`config.mk`:
```
export PLATFORM = sky130hd
export DESIGN_NAME = pft_table_access
export DESIGN_NICKNAME = d
export VERILOG_FILES = /design/src/verilog/pft_pkg.sv /design/src/verilog/pft_hold_block.sv /design/src/verilog/pft_table_access.sv
export VERILOG_INCLUDE_DIRS = /design/src /design/src/verilog
export SDC_FILE = /design/constraint.sdc
export NUM_CORES = 1
export LEC_CHECK = 0
export BUFFER_PORTS_ARGS = -buffer_cell sky130_fd_sc_hd__clkbuf_2
export CAP_MARGIN = 5
export CORE_AREA = 2 2 256 258
export CTS_BUF_LIST = sky130_fd_sc_hd__clkbuf_16
export DETAILED_ROUTE_END_ITERATION = 10
export DIE_AREA = 0 0 258 260
export PLACE_DENSITY = 0.69
export SLEW_MARGIN = 40
export SYNTH_ARGS = -nofsm -noshare
export SYNTH_HDL_FRONTEND = slang
export SYNTH_HIERARCHICAL = 1
export SYNTH_SLANG_ARGS = --single-unit
```
`constraint.sdc`:
```
create_clock -name i_ref_clk -period 4.55 [get_ports i_ref_clk]
set_clock_uncertainty 0.1 [all_clocks]
set_input_delay 0.2275 -clock i_ref_clk [delete_from_list [all_inputs] [get_ports i_ref_clk]]
set_output_delay 0.2275 -clock i_ref_clk [all_outputs]
set_load 0.01 [all_outputs]
```
`src/verilog/pft_defines.svh`:
```
// Purpose: Constants of the program flash table access block
// Assumes: Core clock of 200 MHz
// Notes: Offsets are register select codes on the special register port
`ifndef PFT_DEFINES_SVH
`define PFT_DEFINES_SVH

// Special register select codes
`define PFT_SEL_PTR_LOW 3'h0
`define PFT_SEL_PTR_HIGH 3'h1
`define PFT_SEL_PTR_UPPER 3'h2
`define PFT_SEL_LATCH 3'h3
`define PFT_SEL_CONTROL 3'h4
`define PFT_SEL_UNLOCK 3'h5

// Control register bit positions
`define PFT_CTL_SPACE 7
`define PFT_CTL_CONFIG 6
`define PFT_CTL_ERASE 4
`define PFT_CTL_ABORT 3
`define PFT_CTL_UNLOCK_EN 2
`define PFT_CTL_GO 1

// Reset values
`define PFT_HOLD_RESET 8'hFF
`define PFT_PTR_RESET 22'h00_0000
`define PFT_CTL_RESET 8'h00

// Unlock keys
`define PFT_KEY_FIRST 8'h55
`define PFT_KEY_SECOND 8'hAA

// Geometry
`define PFT_PTR_W 22
`define PFT_BLOCK_BYTES 64
`define PFT_BLK_ADDR_W 16

// Self-timed long write
`define PFT_CLK_MHZ 200
`define PFT_PROG_TIME_US 2000
`define PFT_PROG_CYCLES (`PFT_PROG_TIME_US * `PFT_CLK_MHZ)
`define PFT_TIMER_W 24

`endif

```
`src/verilog/pft_pkg.sv`:
```
// Purpose: Types of the program flash table access block
// Assumes: pft_defines.svh supplies the pointer, block address and timer widths
// Notes: None
`default_nettype none
`include "pft_defines.svh"

package pft_pkg;

    typedef enum logic [1:0] {
        PFT_PTR_KEEP = 2'h0,
        PFT_PTR_POST_INC = 2'h1,
        PFT_PTR_POST_DEC = 2'h2,
        PFT_PTR_PRE_INC = 2'h3
    } pft_ptr_mode_t;

    typedef enum logic [3:0] {
        PFT_ST_IDLE = 4'h1,
        PFT_ST_KEY1 = 4'h2,
        PFT_ST_KEY2 = 4'h4,
        PFT_ST_BUSY = 4'h8
    } pft_state_t;

    // Table instruction request from the core
    typedef struct packed {
        logic req;
        logic write;
        pft_ptr_mode_t mode;
    } pft_tbl_req_t;

    // Special register access from the core
    typedef struct packed {
        logic wr;
        logic rd;
        logic [2:0] sel;
        logic [7:0] wdata;
    } pft_sfr_req_t;

    // Command towards the flash array
    typedef struct packed {
        logic rd_en;
        logic [20:0] rd_word_addr;
        logic erase;
        logic prog;
        logic [`PFT_BLK_ADDR_W-1:0] blk_addr;
    } pft_flash_cmd_t;

    typedef struct packed {
        pft_state_t fsm;
        logic [`PFT_PTR_W-1:0] ptr;
        logic [7:0] latch;
        logic space_sel;
        logic config_sel;
        logic erase_en;
        logic abort;
        logic unlock_en;
        logic go;
        logic done_flag;
        logic [`PFT_TIMER_W-1:0] timer;
        logic rd_wait;
        logic rd_byte_hi;
        logic hold_clr;
        logic [7:0] rdata;
        pft_flash_cmd_t flash;
    } pft_top_state_t;

endpackage

`default_nettype wire

```
`src/verilog/pft_hold_block.sv`:
```
// Purpose: Write block holding registers filled by table writes
// Assumes: Index is the in-block byte address of the table pointer
// Notes: Bytes left erased are masked out of programming
`default_nettype none
`include "pft_defines.svh"

module pft_hold_block #(
    parameter int BLOCK_BYTES = `PFT_BLOCK_BYTES
) (
    input wire logic i_ref_clk, // Core clock
    input wire logic i_arst_n, // Async reset, active low
    input wire logic i_wr, // Table write strobe
    input wire logic [$clog2(BLOCK_BYTES)-1:0] i_idx, // Byte index in block
    input wire logic [7:0] i_data, // Byte from table latch
    input wire logic i_clear, // Program done, return to erased
    output logic [BLOCK_BYTES*8-1:0] o_data, // Whole block, byte 0 lowest
    output logic [BLOCK_BYTES-1:0] o_byte_en // Byte differs from erased value
);

    typedef struct packed {
        logic [BLOCK_BYTES-1:0][7:0] hold;
    } pft_hold_state_t;

    pft_hold_state_t state_ff;
    pft_hold_state_t nxt_state;

    always_comb begin
        nxt_state = state_ff;
        if (i_clear) begin
            for (int i = 0; i < BLOCK_BYTES; i++) begin
                nxt_state.hold[i] = `PFT_HOLD_RESET;
            end
        end else if (i_wr) begin
            nxt_state.hold[i_idx] = i_data;
        end
    end

    always_ff @(posedge i_ref_clk or negedge i_arst_n) begin
        if (!i_arst_n) begin
            for (int i = 0; i < BLOCK_BYTES; i++) begin
                state_ff.hold[i] <= `PFT_HOLD_RESET;
            end
        end else begin
            state_ff <= nxt_state;
        end
    end

    assign o_data = state_ff.hold;

    genvar g;
    generate
        for (g = 0; g < BLOCK_BYTES; g++) begin : g_en
            assign o_byte_en[g] = (state_ff.hold[g] != `PFT_HOLD_RESET);
        end
    endgenerate

endmodule

`default_nettype wire

```
`src/verilog/pft_table_access.sv`:
```
// Purpose: Table pointer, table latch, guarded block erase and program of flash
// Assumes: Core drives one table or register request per cycle, synchronous
// Notes: Flash word must stand in the cycle of the read enable
`default_nettype none
`include "pft_defines.svh"

module pft_table_access #(
    parameter int PROG_CYCLES = `PFT_PROG_CYCLES, // Long write length in clocks
    parameter int BLOCK_BYTES = `PFT_BLOCK_BYTES // Write and erase block size
) (
    input wire logic i_ref_clk, // Core clock, 200 MHz
    input wire logic i_arst_n, // Async reset, active low
    input wire pft_pkg::pft_sfr_req_t i_sfr, // Register access
    output logic [7:0] o_sfr_rdata, // Read data, one cycle after rd
    input wire pft_pkg::pft_tbl_req_t i_tbl, // Table read or write request
    output logic o_tbl_busy, // Table read still in flight
    output logic o_cpu_stall, // Execution halted by long write
    output logic o_nvm_done_flag, // Long write completed, sticky
    input wire logic i_done_flag_clr, // Clear done flag
    output pft_pkg::pft_flash_cmd_t o_flash, // Command to flash array
    input wire logic [15:0] i_flash_rd_data, // Read word from flash array
    output logic [BLOCK_BYTES*8-1:0] o_flash_wdata, // Holding block data
    output logic [BLOCK_BYTES-1:0] o_flash_byte_en // Bytes to program
);
    import pft_pkg::*;

    localparam int IDX_W = $clog2(BLOCK_BYTES);

    pft_top_state_t state_ff;
    pft_top_state_t nxt_state;
    logic [`PFT_PTR_W-1:0] eff_addr;
    logic [`PFT_PTR_W-1:0] upd_ptr;
    logic tbl_go;
    logic hold_wr;
    logic ctl_wr;
    logic key_wr;
    logic start_ok;
    logic timer_done;

    // Low 21 bits step, top bit kept
    function automatic logic [`PFT_PTR_W-1:0] step_ptr(input logic [`PFT_PTR_W-1:0] p,
                                                        input logic up);
        logic [20:0] low;
        low = up ? (p[20:0] + 21'h0_0001) : (p[20:0] - 21'h0_0001);
        return {p[21], low};
    endfunction

    assign tbl_go = i_tbl.req && !state_ff.rd_wait && (state_ff.fsm != PFT_ST_BUSY);
    assign hold_wr = tbl_go && i_tbl.write;
    assign ctl_wr = i_sfr.wr && (i_sfr.sel == `PFT_SEL_CONTROL);
    assign key_wr = i_sfr.wr && (i_sfr.sel == `PFT_SEL_UNLOCK);
    assign timer_done = (state_ff.timer == `PFT_TIMER_W'(PROG_CYCLES - 1));
    assign start_ok = (state_ff.fsm == PFT_ST_KEY2) && ctl_wr && i_sfr.wdata[`PFT_CTL_GO]
        && i_sfr.wdata[`PFT_CTL_UNLOCK_EN] && i_sfr.wdata[`PFT_CTL_SPACE]
        && !i_sfr.wdata[`PFT_CTL_CONFIG];

    // Effective address and pointer after the access
    always_comb begin
        eff_addr = state_ff.ptr;
        upd_ptr = state_ff.ptr;
        case (i_tbl.mode)
            PFT_PTR_KEEP: begin
                upd_ptr = state_ff.ptr;
            end
            PFT_PTR_POST_INC: begin
                upd_ptr = step_ptr(state_ff.ptr, 1'b1);
            end
            PFT_PTR_POST_DEC: begin
                upd_ptr = step_ptr(state_ff.ptr, 1'b0);
            end
            PFT_PTR_PRE_INC: begin
                eff_addr = step_ptr(state_ff.ptr, 1'b1);
                upd_ptr = eff_addr;
            end
            default: begin
                upd_ptr = state_ff.ptr;
            end
        endcase
    end

    always_comb begin
        nxt_state = state_ff;
        nxt_state.flash.rd_en = 1'b0;
        nxt_state.flash.erase = 1'b0;
        nxt_state.flash.prog = 1'b0;
        nxt_state.hold_clr = 1'b0;

        // Table read: word address from bits 21..1, byte picked by bit 0
        if (state_ff.rd_wait) begin
            nxt_state.rd_wait = 1'b0;
            nxt_state.latch = state_ff.rd_byte_hi ? i_flash_rd_data[15:8]
                                                  : i_flash_rd_data[7:0];
        end
        if (tbl_go) begin
            nxt_state.ptr = upd_ptr;
            if (!i_tbl.write) begin
                nxt_state.flash.rd_en = 1'b1;
                nxt_state.flash.rd_word_addr = eff_addr[21:1];
                nxt_state.rd_byte_hi = eff_addr[0];
                nxt_state.rd_wait = 1'b1;
            end
        end

        // Register writes, blocked while the core is stalled
        if (i_sfr.wr && state_ff.fsm != PFT_ST_BUSY) begin
            case (i_sfr.sel)
                `PFT_SEL_PTR_LOW: nxt_state.ptr[7:0] = i_sfr.wdata;
                `PFT_SEL_PTR_HIGH: nxt_state.ptr[15:8] = i_sfr.wdata;
                `PFT_SEL_PTR_UPPER: nxt_state.ptr[21:16] = i_sfr.wdata[5:0];
                `PFT_SEL_LATCH: nxt_state.latch = i_sfr.wdata;
                `PFT_SEL_CONTROL: begin
                    nxt_state.space_sel = i_sfr.wdata[`PFT_CTL_SPACE];
                    nxt_state.config_sel = i_sfr.wdata[`PFT_CTL_CONFIG];
                    nxt_state.erase_en = i_sfr.wdata[`PFT_CTL_ERASE];
                    nxt_state.abort = i_sfr.wdata[`PFT_CTL_ABORT];
                    nxt_state.unlock_en = i_sfr.wdata[`PFT_CTL_UNLOCK_EN];
                    if (i_sfr.wdata[`PFT_CTL_GO] && !start_ok) begin
                        nxt_state.abort = 1'b1; // Improper start attempt
                    end
                end
                default: begin
                    nxt_state.rdata = state_ff.rdata;
                end
            endcase
        end

        // Unlock sequence and long write
        case (state_ff.fsm)
            PFT_ST_IDLE, PFT_ST_KEY1, PFT_ST_KEY2: begin
                if (start_ok) begin
                    nxt_state.fsm = PFT_ST_BUSY;
                    nxt_state.go = 1'b1;
                    nxt_state.abort = 1'b1;
                    nxt_state.timer = '0;
                    // Erase takes bits 21..6, program the same block, low bits ignored
                    nxt_state.flash.blk_addr = state_ff.ptr[21:6];
                end else if (key_wr && i_sfr.wdata == `PFT_KEY_FIRST) begin
                    nxt_state.fsm = PFT_ST_KEY1;
                end else if (key_wr && i_sfr.wdata == `PFT_KEY_SECOND
                             && state_ff.fsm == PFT_ST_KEY1) begin
                    nxt_state.fsm = PFT_ST_KEY2;
                end else if (i_sfr.wr || tbl_go) begin
                    nxt_state.fsm = PFT_ST_IDLE;
                end
            end
            PFT_ST_BUSY: begin
                nxt_state.timer = state_ff.timer + `PFT_TIMER_W'(1);
                if (state_ff.timer == '0) begin
                    nxt_state.flash.erase = state_ff.erase_en;
                    nxt_state.flash.prog = !state_ff.erase_en;
                end
                if (timer_done) begin
                    nxt_state.fsm = PFT_ST_IDLE;
                    nxt_state.go = 1'b0;
                    nxt_state.abort = 1'b0;
                    nxt_state.erase_en = 1'b0;
                    nxt_state.hold_clr = !state_ff.erase_en;
                    nxt_state.done_flag = 1'b1;
                end
            end
            default: begin
                nxt_state.fsm = PFT_ST_IDLE;
            end
        endcase

        // Done flag: set wins over clear
        if (i_done_flag_clr && !(state_ff.fsm == PFT_ST_BUSY && timer_done)) begin
            nxt_state.done_flag = 1'b0;
        end

        // Registered read data
        if (i_sfr.rd) begin
            case (i_sfr.sel)
                `PFT_SEL_PTR_LOW: nxt_state.rdata = state_ff.ptr[7:0];
                `PFT_SEL_PTR_HIGH: nxt_state.rdata = state_ff.ptr[15:8];
                `PFT_SEL_PTR_UPPER: nxt_state.rdata = {2'h0, state_ff.ptr[21:16]};
                `PFT_SEL_LATCH: nxt_state.rdata = state_ff.latch;
                `PFT_SEL_CONTROL: nxt_state.rdata = {state_ff.space_sel, state_ff.config_sel,
                    1'b0, state_ff.erase_en, state_ff.abort, state_ff.unlock_en,
                    state_ff.go, 1'b0};
                `PFT_SEL_UNLOCK: nxt_state.rdata = 8'h00;
                default: nxt_state.rdata = 8'h00;
            endcase
        end
    end

    always_ff @(posedge i_ref_clk or negedge i_arst_n) begin
        if (!i_arst_n) begin
            state_ff.fsm <= PFT_ST_IDLE;
            state_ff.ptr <= `PFT_PTR_RESET;
            state_ff.latch <= 8'h00;
            state_ff.space_sel <= 1'b0;
            state_ff.config_sel <= 1'b0;
            state_ff.erase_en <= 1'b0;
            state_ff.abort <= 1'b0;
            state_ff.unlock_en <= 1'b0;
            state_ff.go <= 1'b0;
            state_ff.done_flag <= 1'b0;
            state_ff.timer <= '0;
            state_ff.rd_wait <= 1'b0;
            state_ff.rd_byte_hi <= 1'b0;
            state_ff.hold_clr <= 1'b0;
            state_ff.rdata <= 8'h00;
            state_ff.flash <= '0;
        end else begin
            state_ff <= nxt_state;
        end
    end

    pft_hold_block #(
        .BLOCK_BYTES(BLOCK_BYTES)
    ) u_hold (
        .i_ref_clk(i_ref_clk),
        .i_arst_n(i_arst_n),
        .i_wr(hold_wr),
        .i_idx(eff_addr[IDX_W-1:0]),
        .i_data(state_ff.latch),
        .i_clear(state_ff.hold_clr),
        .o_data(o_flash_wdata),
        .o_byte_en(o_flash_byte_en)
    );

    assign o_sfr_rdata = state_ff.rdata;
    assign o_tbl_busy = state_ff.rd_wait;
    assign o_cpu_stall = (state_ff.fsm == PFT_ST_BUSY);
    assign o_nvm_done_flag = state_ff.done_flag;
    assign o_flash = state_ff.flash;

endmodule

`default_nettype wire

```
# Yosys cells after proc, flatten, opt, wreduce, memory -nomap -nowiden
# Index checks and enable logic that the tools add are counted.
# totals
output_inout_bits,627
n_memories,0
wordCells,256
mem_bits_rw,0
in_bits,36
mem_bits_ro,0
latch_bits,0
reg_bits,628
# op_classes
n_reduce_logical,40
n_shift,0
eq_ne,83
add_sub_neg,3
mul,0
n_bitwise,1
div,0
muxes,43
n_lt_le_gt_ge,2
# op_table
op,n
two-way mux 512 bit,2
bitwise mux 512 bit,1
"!= test 8 bit, second input constant",64
two-way mux 22 bit,3
one-hot mux 22 bit (3 select lines),1
demux 8 bit (select 6 bit),1
two-way mux 8 bit,6
one-hot mux 24 bit (2 select lines),1
one-hot mux 8 bit (5 select lines),1
two-way mux 35 bit,1
"adder 24 x 1 -> 24 bit, second input constant",1
"== test 24 x 19 -> 1 bit, second input constant",1
zero test 24 bit,1
two-way mux 24 bit,1
"adder 21 x 1 -> 21 bit, second input constant",1
two-way mux 21 bit,1
"subtractor 21 x 1 -> 21 bit, second input constant",1
two-way mux 4 bit,5
logical AND 1 bit,18
two-way mux 2 bit,6
AND reduction 2 bit,6
"== test 8 x 7 -> 1 bit, second input constant",1
"== test 8 bit, second input constant",1
two-way mux 1 bit,8
other kinds (28),39

# Logic depth before layout (Yosys ltp)
# depth
depth_word,14
depth_mapped,10
ltp_nobuf,7

# By module
# Netlist, hierarchy kept.
# by_module_without_submodules
module,seq_area_each_um2,instances,cells_each,area_each_um2
pft_hold_block,13452.9,1,1532,21257.9
pft_table_access,2879.0,1,816,7175.6

# Least setup slack after synthesis
# No wires, ideal clock.
# synth_timing
path_kind,reg2reg
from,reg state_ff[113] (netlist bit)
to,reg u_hold.state_ff (netlist bit u_hold/o_data[108])
slack_ps,1707
arrival_time_ps,2660
n_path_buf,6
period_less_slack_ps,2843
setup_ps,84
path_stages_with_launch,11
required_ps,4366
cell_sequence,dfrtp_1 > or4b_1 > buf_2 > buf_2 > clkbuf_1 > and3_1 > and4b_1 > buf_2 > buf_2 > buf_2 > a221o_1
# synth_via
elab_chain_len,4
# synth_lines
element,line_no,source
"start, declared",pft_table_access.sv:29,pft_top_state_t state_ff;
"start signal, assigned",pft_table_access.sv:206,state_ff <= nxt_state;
!= test 4 bit,pft_table_access.sv:48,assign tbl_go = i_tbl.req && !state_ff.rd_wait && (state_ff.fsm != PFT_ST_BUSY);
logical AND 1 bit,pft_table_access.sv:48,
logical AND 1 bit,pft_table_access.sv:49,assign hold_wr = tbl_go && i_tbl.write;
named net hold_wr,pft_table_access.sv:34,logic hold_wr;
nonzero test 2 bit (no source line),--,
"end signal, assigned",pft_hold_block.sv:44,state_ff <= nxt_state;
"end, declared",pft_hold_block.sv:24,pft_hold_state_t state_ff;
# The timed path passes the listed nets, and every way through them passes these cells.
# A chain may end at the register's enable or synchronous reset.

# Worst setup path after layout
# layout_timing
from,reg state_ff[90] (netlist bit)
to,reg u_hold.state_ff (netlist bit u_hold/o_data[415])
# layout_via
elab_chain_len,9
word_cells_on_any_way,10
cone_classes,1 x add/sub; 2 x order compare; 6 x mux; 1 x reduce/logical
# layout_lines
element,line_no,source
adder 21 x 1 -> 21 bit *,pft_table_access.sv:44,low = up ? (p[20:0] + 21'h0_0001) : (p[20:0] - 21'h0_0001);
two-way mux 21 bit *,pft_table_access.sv:61,case (i_tbl.mode)
named net eff_addr[4],pft_table_access.sv:31,logic [`PFT_PTR_W-1:0] eff_addr;
less-than comparator 6 x 7 -> 1 bit (implied by the code) or >= comparator 6 x 1 -> 1 bit (tied branches),pft_hold_block.sv:34,nxt_state.hold[i_idx] = i_data;
logical AND 1 bit (implied by the code),pft_hold_block.sv:34,
two-way mux 8 bit (implied by the code),pft_hold_block.sv:34,
demux 8 bit (select 6 bit) *,--,
bitwise mux 512 bit *,pft_hold_block.sv:34,
two-way mux 512 bit *,pft_hold_block.sv:33,end else if (i_wr) begin
two-way mux 512 bit *,pft_hold_block.sv:29,if (i_clear) begin
# The timed path passes the listed nets; every way through them passes the cells marked *. The select of a mux whose other input is x is not followed.

==> metrics.md <==
| Metric | Value |
|---|---|
| P_sw | a little under 0.009 W |
| Distinct cells, synth | 77 |
| FILL cells | around 5,400 |
| Synth Cell Area | roughly 28,000 sq um |
| Worst Hold Class | in -> reg |
| DR iter-0 viols | between 2,000 and 3,000 |
| Part of the power in combinational logic | between 30% and 40% |
| Sequential share of power | a little under half |
| First-pass GRT wire length | around 160 mm |
| DRC Markers | 0 |
| Worst ir drop on vdd | around 0.32 mV |
| FF+latch count, synth | roughly 630 |
| CTS tree | built |
| F_max | between 200 and 300 MHz |
| GRT overflow | 0 |
| Clock transition at path regs | around 0.060 ns |
| Power per cell area | about 680 nW/um^2 |
| Reg-to-reg setup timing slack | around 1.0 ns |
| Final ANT Viol Nets | 0 |
| Async set-reset flop share out of synthesis | 100% |
| GRT Util Overall | between 30% and 40% |
| Post-synthesis compound-gate area fraction | between 20% and 30% |
| Final Non-Filler Cells | 3,844 |
| Number of global-route vias before repair | 24,026 |
| CTS Buffer Depth | 3 |
| Xor-xnor portion of the synthesized cell area | 1.02% |
| # setup viols final | 0 |
| Die Span Y | 260 um |
| H-tree depth | 3 |
| Final Hold Vio Count | 0 |
| Wirelength per Cell | ~29 um |
| Drt pass-1 iters | 6 |
| Post-Synth Adder-Cell Area | less than 1% |
| Power share of the clock group | between 20% and 30% |
| DP HPWL | roughly 80 mm |
| GP Congestion | approximately 0.96 |
| WP data required | between 4 and 5 ns |
| Inst Count DP | ~3,700 |
| Leak pwr | between 10 and 15 nW |
| Core footprint | ~64,000 sq um |
| Largest net degree at the start of global routing | approximately 210 |
| Ports | around 660 |
| Post-synth EDFFs | 0 |
| Warnings, synthesis | 6 |
| Initial antenna violation count | 0 |
| CP endpoint kind | flip-flop |
| Status | completed |
| Tmin final | between 3 and 4 ns |
| Mean Syn Cell Area | 12.1 sq um |
| Crit Path Class | reg -> reg |
| Syn_nets | 2,388 |
| Slew @ Worst Pin | about 0.9 ns |
| Final wirelength | roughly 110 mm |
| DR vias | roughly 26,000 |
| RSZ-0062 raised after global routing | no |
| Sequential share of the synthesized area | 57.4% |
| Met3 Usage GRT | under 10% |
| Max Slew Vio Count | 0 |
| Area Overhead vs Synth | 22.3% |
| Num rows | a little over 90 |
| Final period utilization | between 70 and 80% |
| Total power | approximately 0.024 W |
| Synth area leader | dfstp_2 |
| Fraction of layout instances using a drive strength above 1 | 49.9% |
| Via-to-Cell Ratio | 6.65 |
| Rel. slew slack | between 30% and 40% |
| CP arrival | 3.96 ns |
| Initial Util | ~44% |
| Worst-skew pair later-pin latency | 0.62 ns |
| Worst Path Max Fanout | 20 |
| GR Util met2 | 52.6% |
| Global routing's busiest layer | met2 |
| Root Driver | clkbuf_16 |
| Post-Syn Instances | 2,348 |
| Largest family of logic cells by synthesized area | compound AO/OA/AOI/OAI gates |
| Final nets | a little under 3,000 |
| CP startpoint kind | flip-flop |
| Clock sink count | approximately 630 |
| Met1 Usage GRT | approximately 42% |
| Main area contributors after synthesis | dfstp_2 (47%), a221o_1 (18%), dfrtp_1 (10%), nand4_1 (3.3%), nand2_1 (2.1%) |
| Mux cell area share after synthesis | 2.14% |
| Fin Setup TNS | 0 ns |
| Post-CTS setup buffer count | 0 |
| Synth Area in Simple Gates | roughly an eighth |
| Die width | between 200 and 300 um |
| Most used DFF post-synth | dfstp_2 |
| Cts bufs inserted | slightly below 70 |
| Die area | 67,100 sq um |
| MaxCap Viol Count | 0 |
| Diodes inserted | 0 |
| Area fraction of the dominant cell type after synthesis | between 40% and 50% |
| Internal power consumption | about 0.015 W |
| I/O Buffers | roughly 660 |
| Sw Ratio | 37.8% |
per-stage QoR:
stage | instance area (sq um) | hold slack (ns) | utilization [%] | setup slack, ns
3_3_place_gp | 32400 | 0.214 | 50.6 | 0.697
2_1_floorplan | 28400 | -0.168 | - | 1.71
6_report | 34800 | 0.0534 | 54.2 | 1.02
5_1_grt | 34800 | 0.0639 | 54.2 | 0.866
3_5_place_dp | 32400 | 0.223 | 50.6 | 0.902
4_1_cts | 34700 | 0.00517 | 54.1 | 1.12
cell usage after synthesis, types with 8 or more instances:
cell,count
dfrtp_1,114
inv_1,21
a221o_1,513
or2_2,66
a31oi_1,13
dfstp_2,513
a21oi_1,39
buf_4,52
nand2_1,160
mux2i_1,27
nor2_1,123
nor4_1,16
xnor2_1,25
nor3_1,27
o21ai_0,53
nand4_1,152
o31ai_1,9
clkbuf_1,105
buf_2,80
nand3_1,32
and3_1,16
nor2_2,10
nand2b_1,20
mux2_2,24
xor2_1,8
final timing paths:
path | depth (start not counted) | end | from
worst max-delay path | 8 | u_hold/o_data[415] | state_ff[90]
worst min-delay path | 4 | state_ff[114] | i_sfr[12]
worst max register to register | 8 | u_hold/o_data[415] | state_ff[90]
worst min register to register | 2 | o_flash[6] | o_flash[6]
max in group asynchronous | 3 | state_ff[48] | i_arst_n
min in group asynchronous | 2 | o_flash[20] | i_arst_n
sequential cells by signal, indices dropped and copies added (netlist names):
signal and flops:
state_ff 66, u_hold/o_data 512, o_nvm_done_flag 1, o_flash 40, o_sfr_rdata 8
cell type report:
class | instances | area, sq um | share of cell area [%]
clock buffer | 69 | 1730 | 4.97
sequential | 627 | 16300 | 47.0
multi-input combinational | 1454 | 10900 | 31.4
inverter | 22 | 82.6 | 0.238
timing repair buffer | 765 | 4260 | 12.3
clock inverter | 52 | 372 | 1.07
tap | 855 | 1070 | 3.08
power groups by stage:
stage	combinational (W)	clock, W	sequential [W]
3_5_place_dp	0.00725	0	0.0110
6_report	0.00734	0.00530	0.0110
2_1_floorplan	0.00335	0	0.0106
5_1_grt	0.00776	0.00561	0.0111
3_3_place_gp	0.00714	0	0.0109
4_1_cts	0.00731	0.00536	0.0109
critical path: stages, from the launching register on:
cell,delay (ns)
dfrtp_1,0.53
ha_1,0.27
nand3_1,0.26
nor2_1,0.42
xor2_4,0.32
buf_4,0.30
and3b_1,0.47
nand2_1,0.30
a221o_1,0.44
logic make-up (layout without fill, tap and decap cells):
| group | count (synthesis) | count (layout) |
|---|---|---|
| AO/OA/AOI/OAI | 674 | 674 |
| XOR/XNOR | 33 | 33 |
| adder cells (fa/ha/maj) | 4 | 4 |
| buffers and inverters | 267 | 908 |
| flip-flops | 627 | 627 |
| multiplexers | 54 | 54 |
| AND/OR/NAND/NOR | 689 | 689 |
cell usage in the layout (no fill, tap or decap), types with 8 or more instances in the layout:
master         netlist  final
a21oi_1             39     39
a221o_1            513    513
a31oi_1             13     13
and3_1              16     16
buf_4               52     78
clkbuf_16            0     69
clkbuf_2             2    661
clkinv_1             0     15
clkinv_2             0      8
dfrtp_1            114    113
dfstp_2            513    513
dlygate4sd3_1        0     16
inv_1               21     36
mux2_2              24     24
mux2i_1             27     27
nand2_1            160    160
nand2b_1            20     20
nand3_1             32     32
nand4_1            152    152
nor2_1             123    116
nor2_2              10     17
nor3_1              27     26
nor4_1              16     16
o21ai_0             53     53
o31ai_1              9      9
or2_2               66     66
xnor2_1             25     21
layer usage:
metal	vias up	routed length, um
li1	10481	-
met1	13149	43400
met2	1657	53800
met3	266	10700
met4	0	4450
met5	-	0
what timing repair did:
item,4_1_cts,5_1_grt
hold buffers,16,0
endpoints found under the hold margin,134,0
resized for setup,0,0
Note: power is estimated with default switching activity, not from simulation.
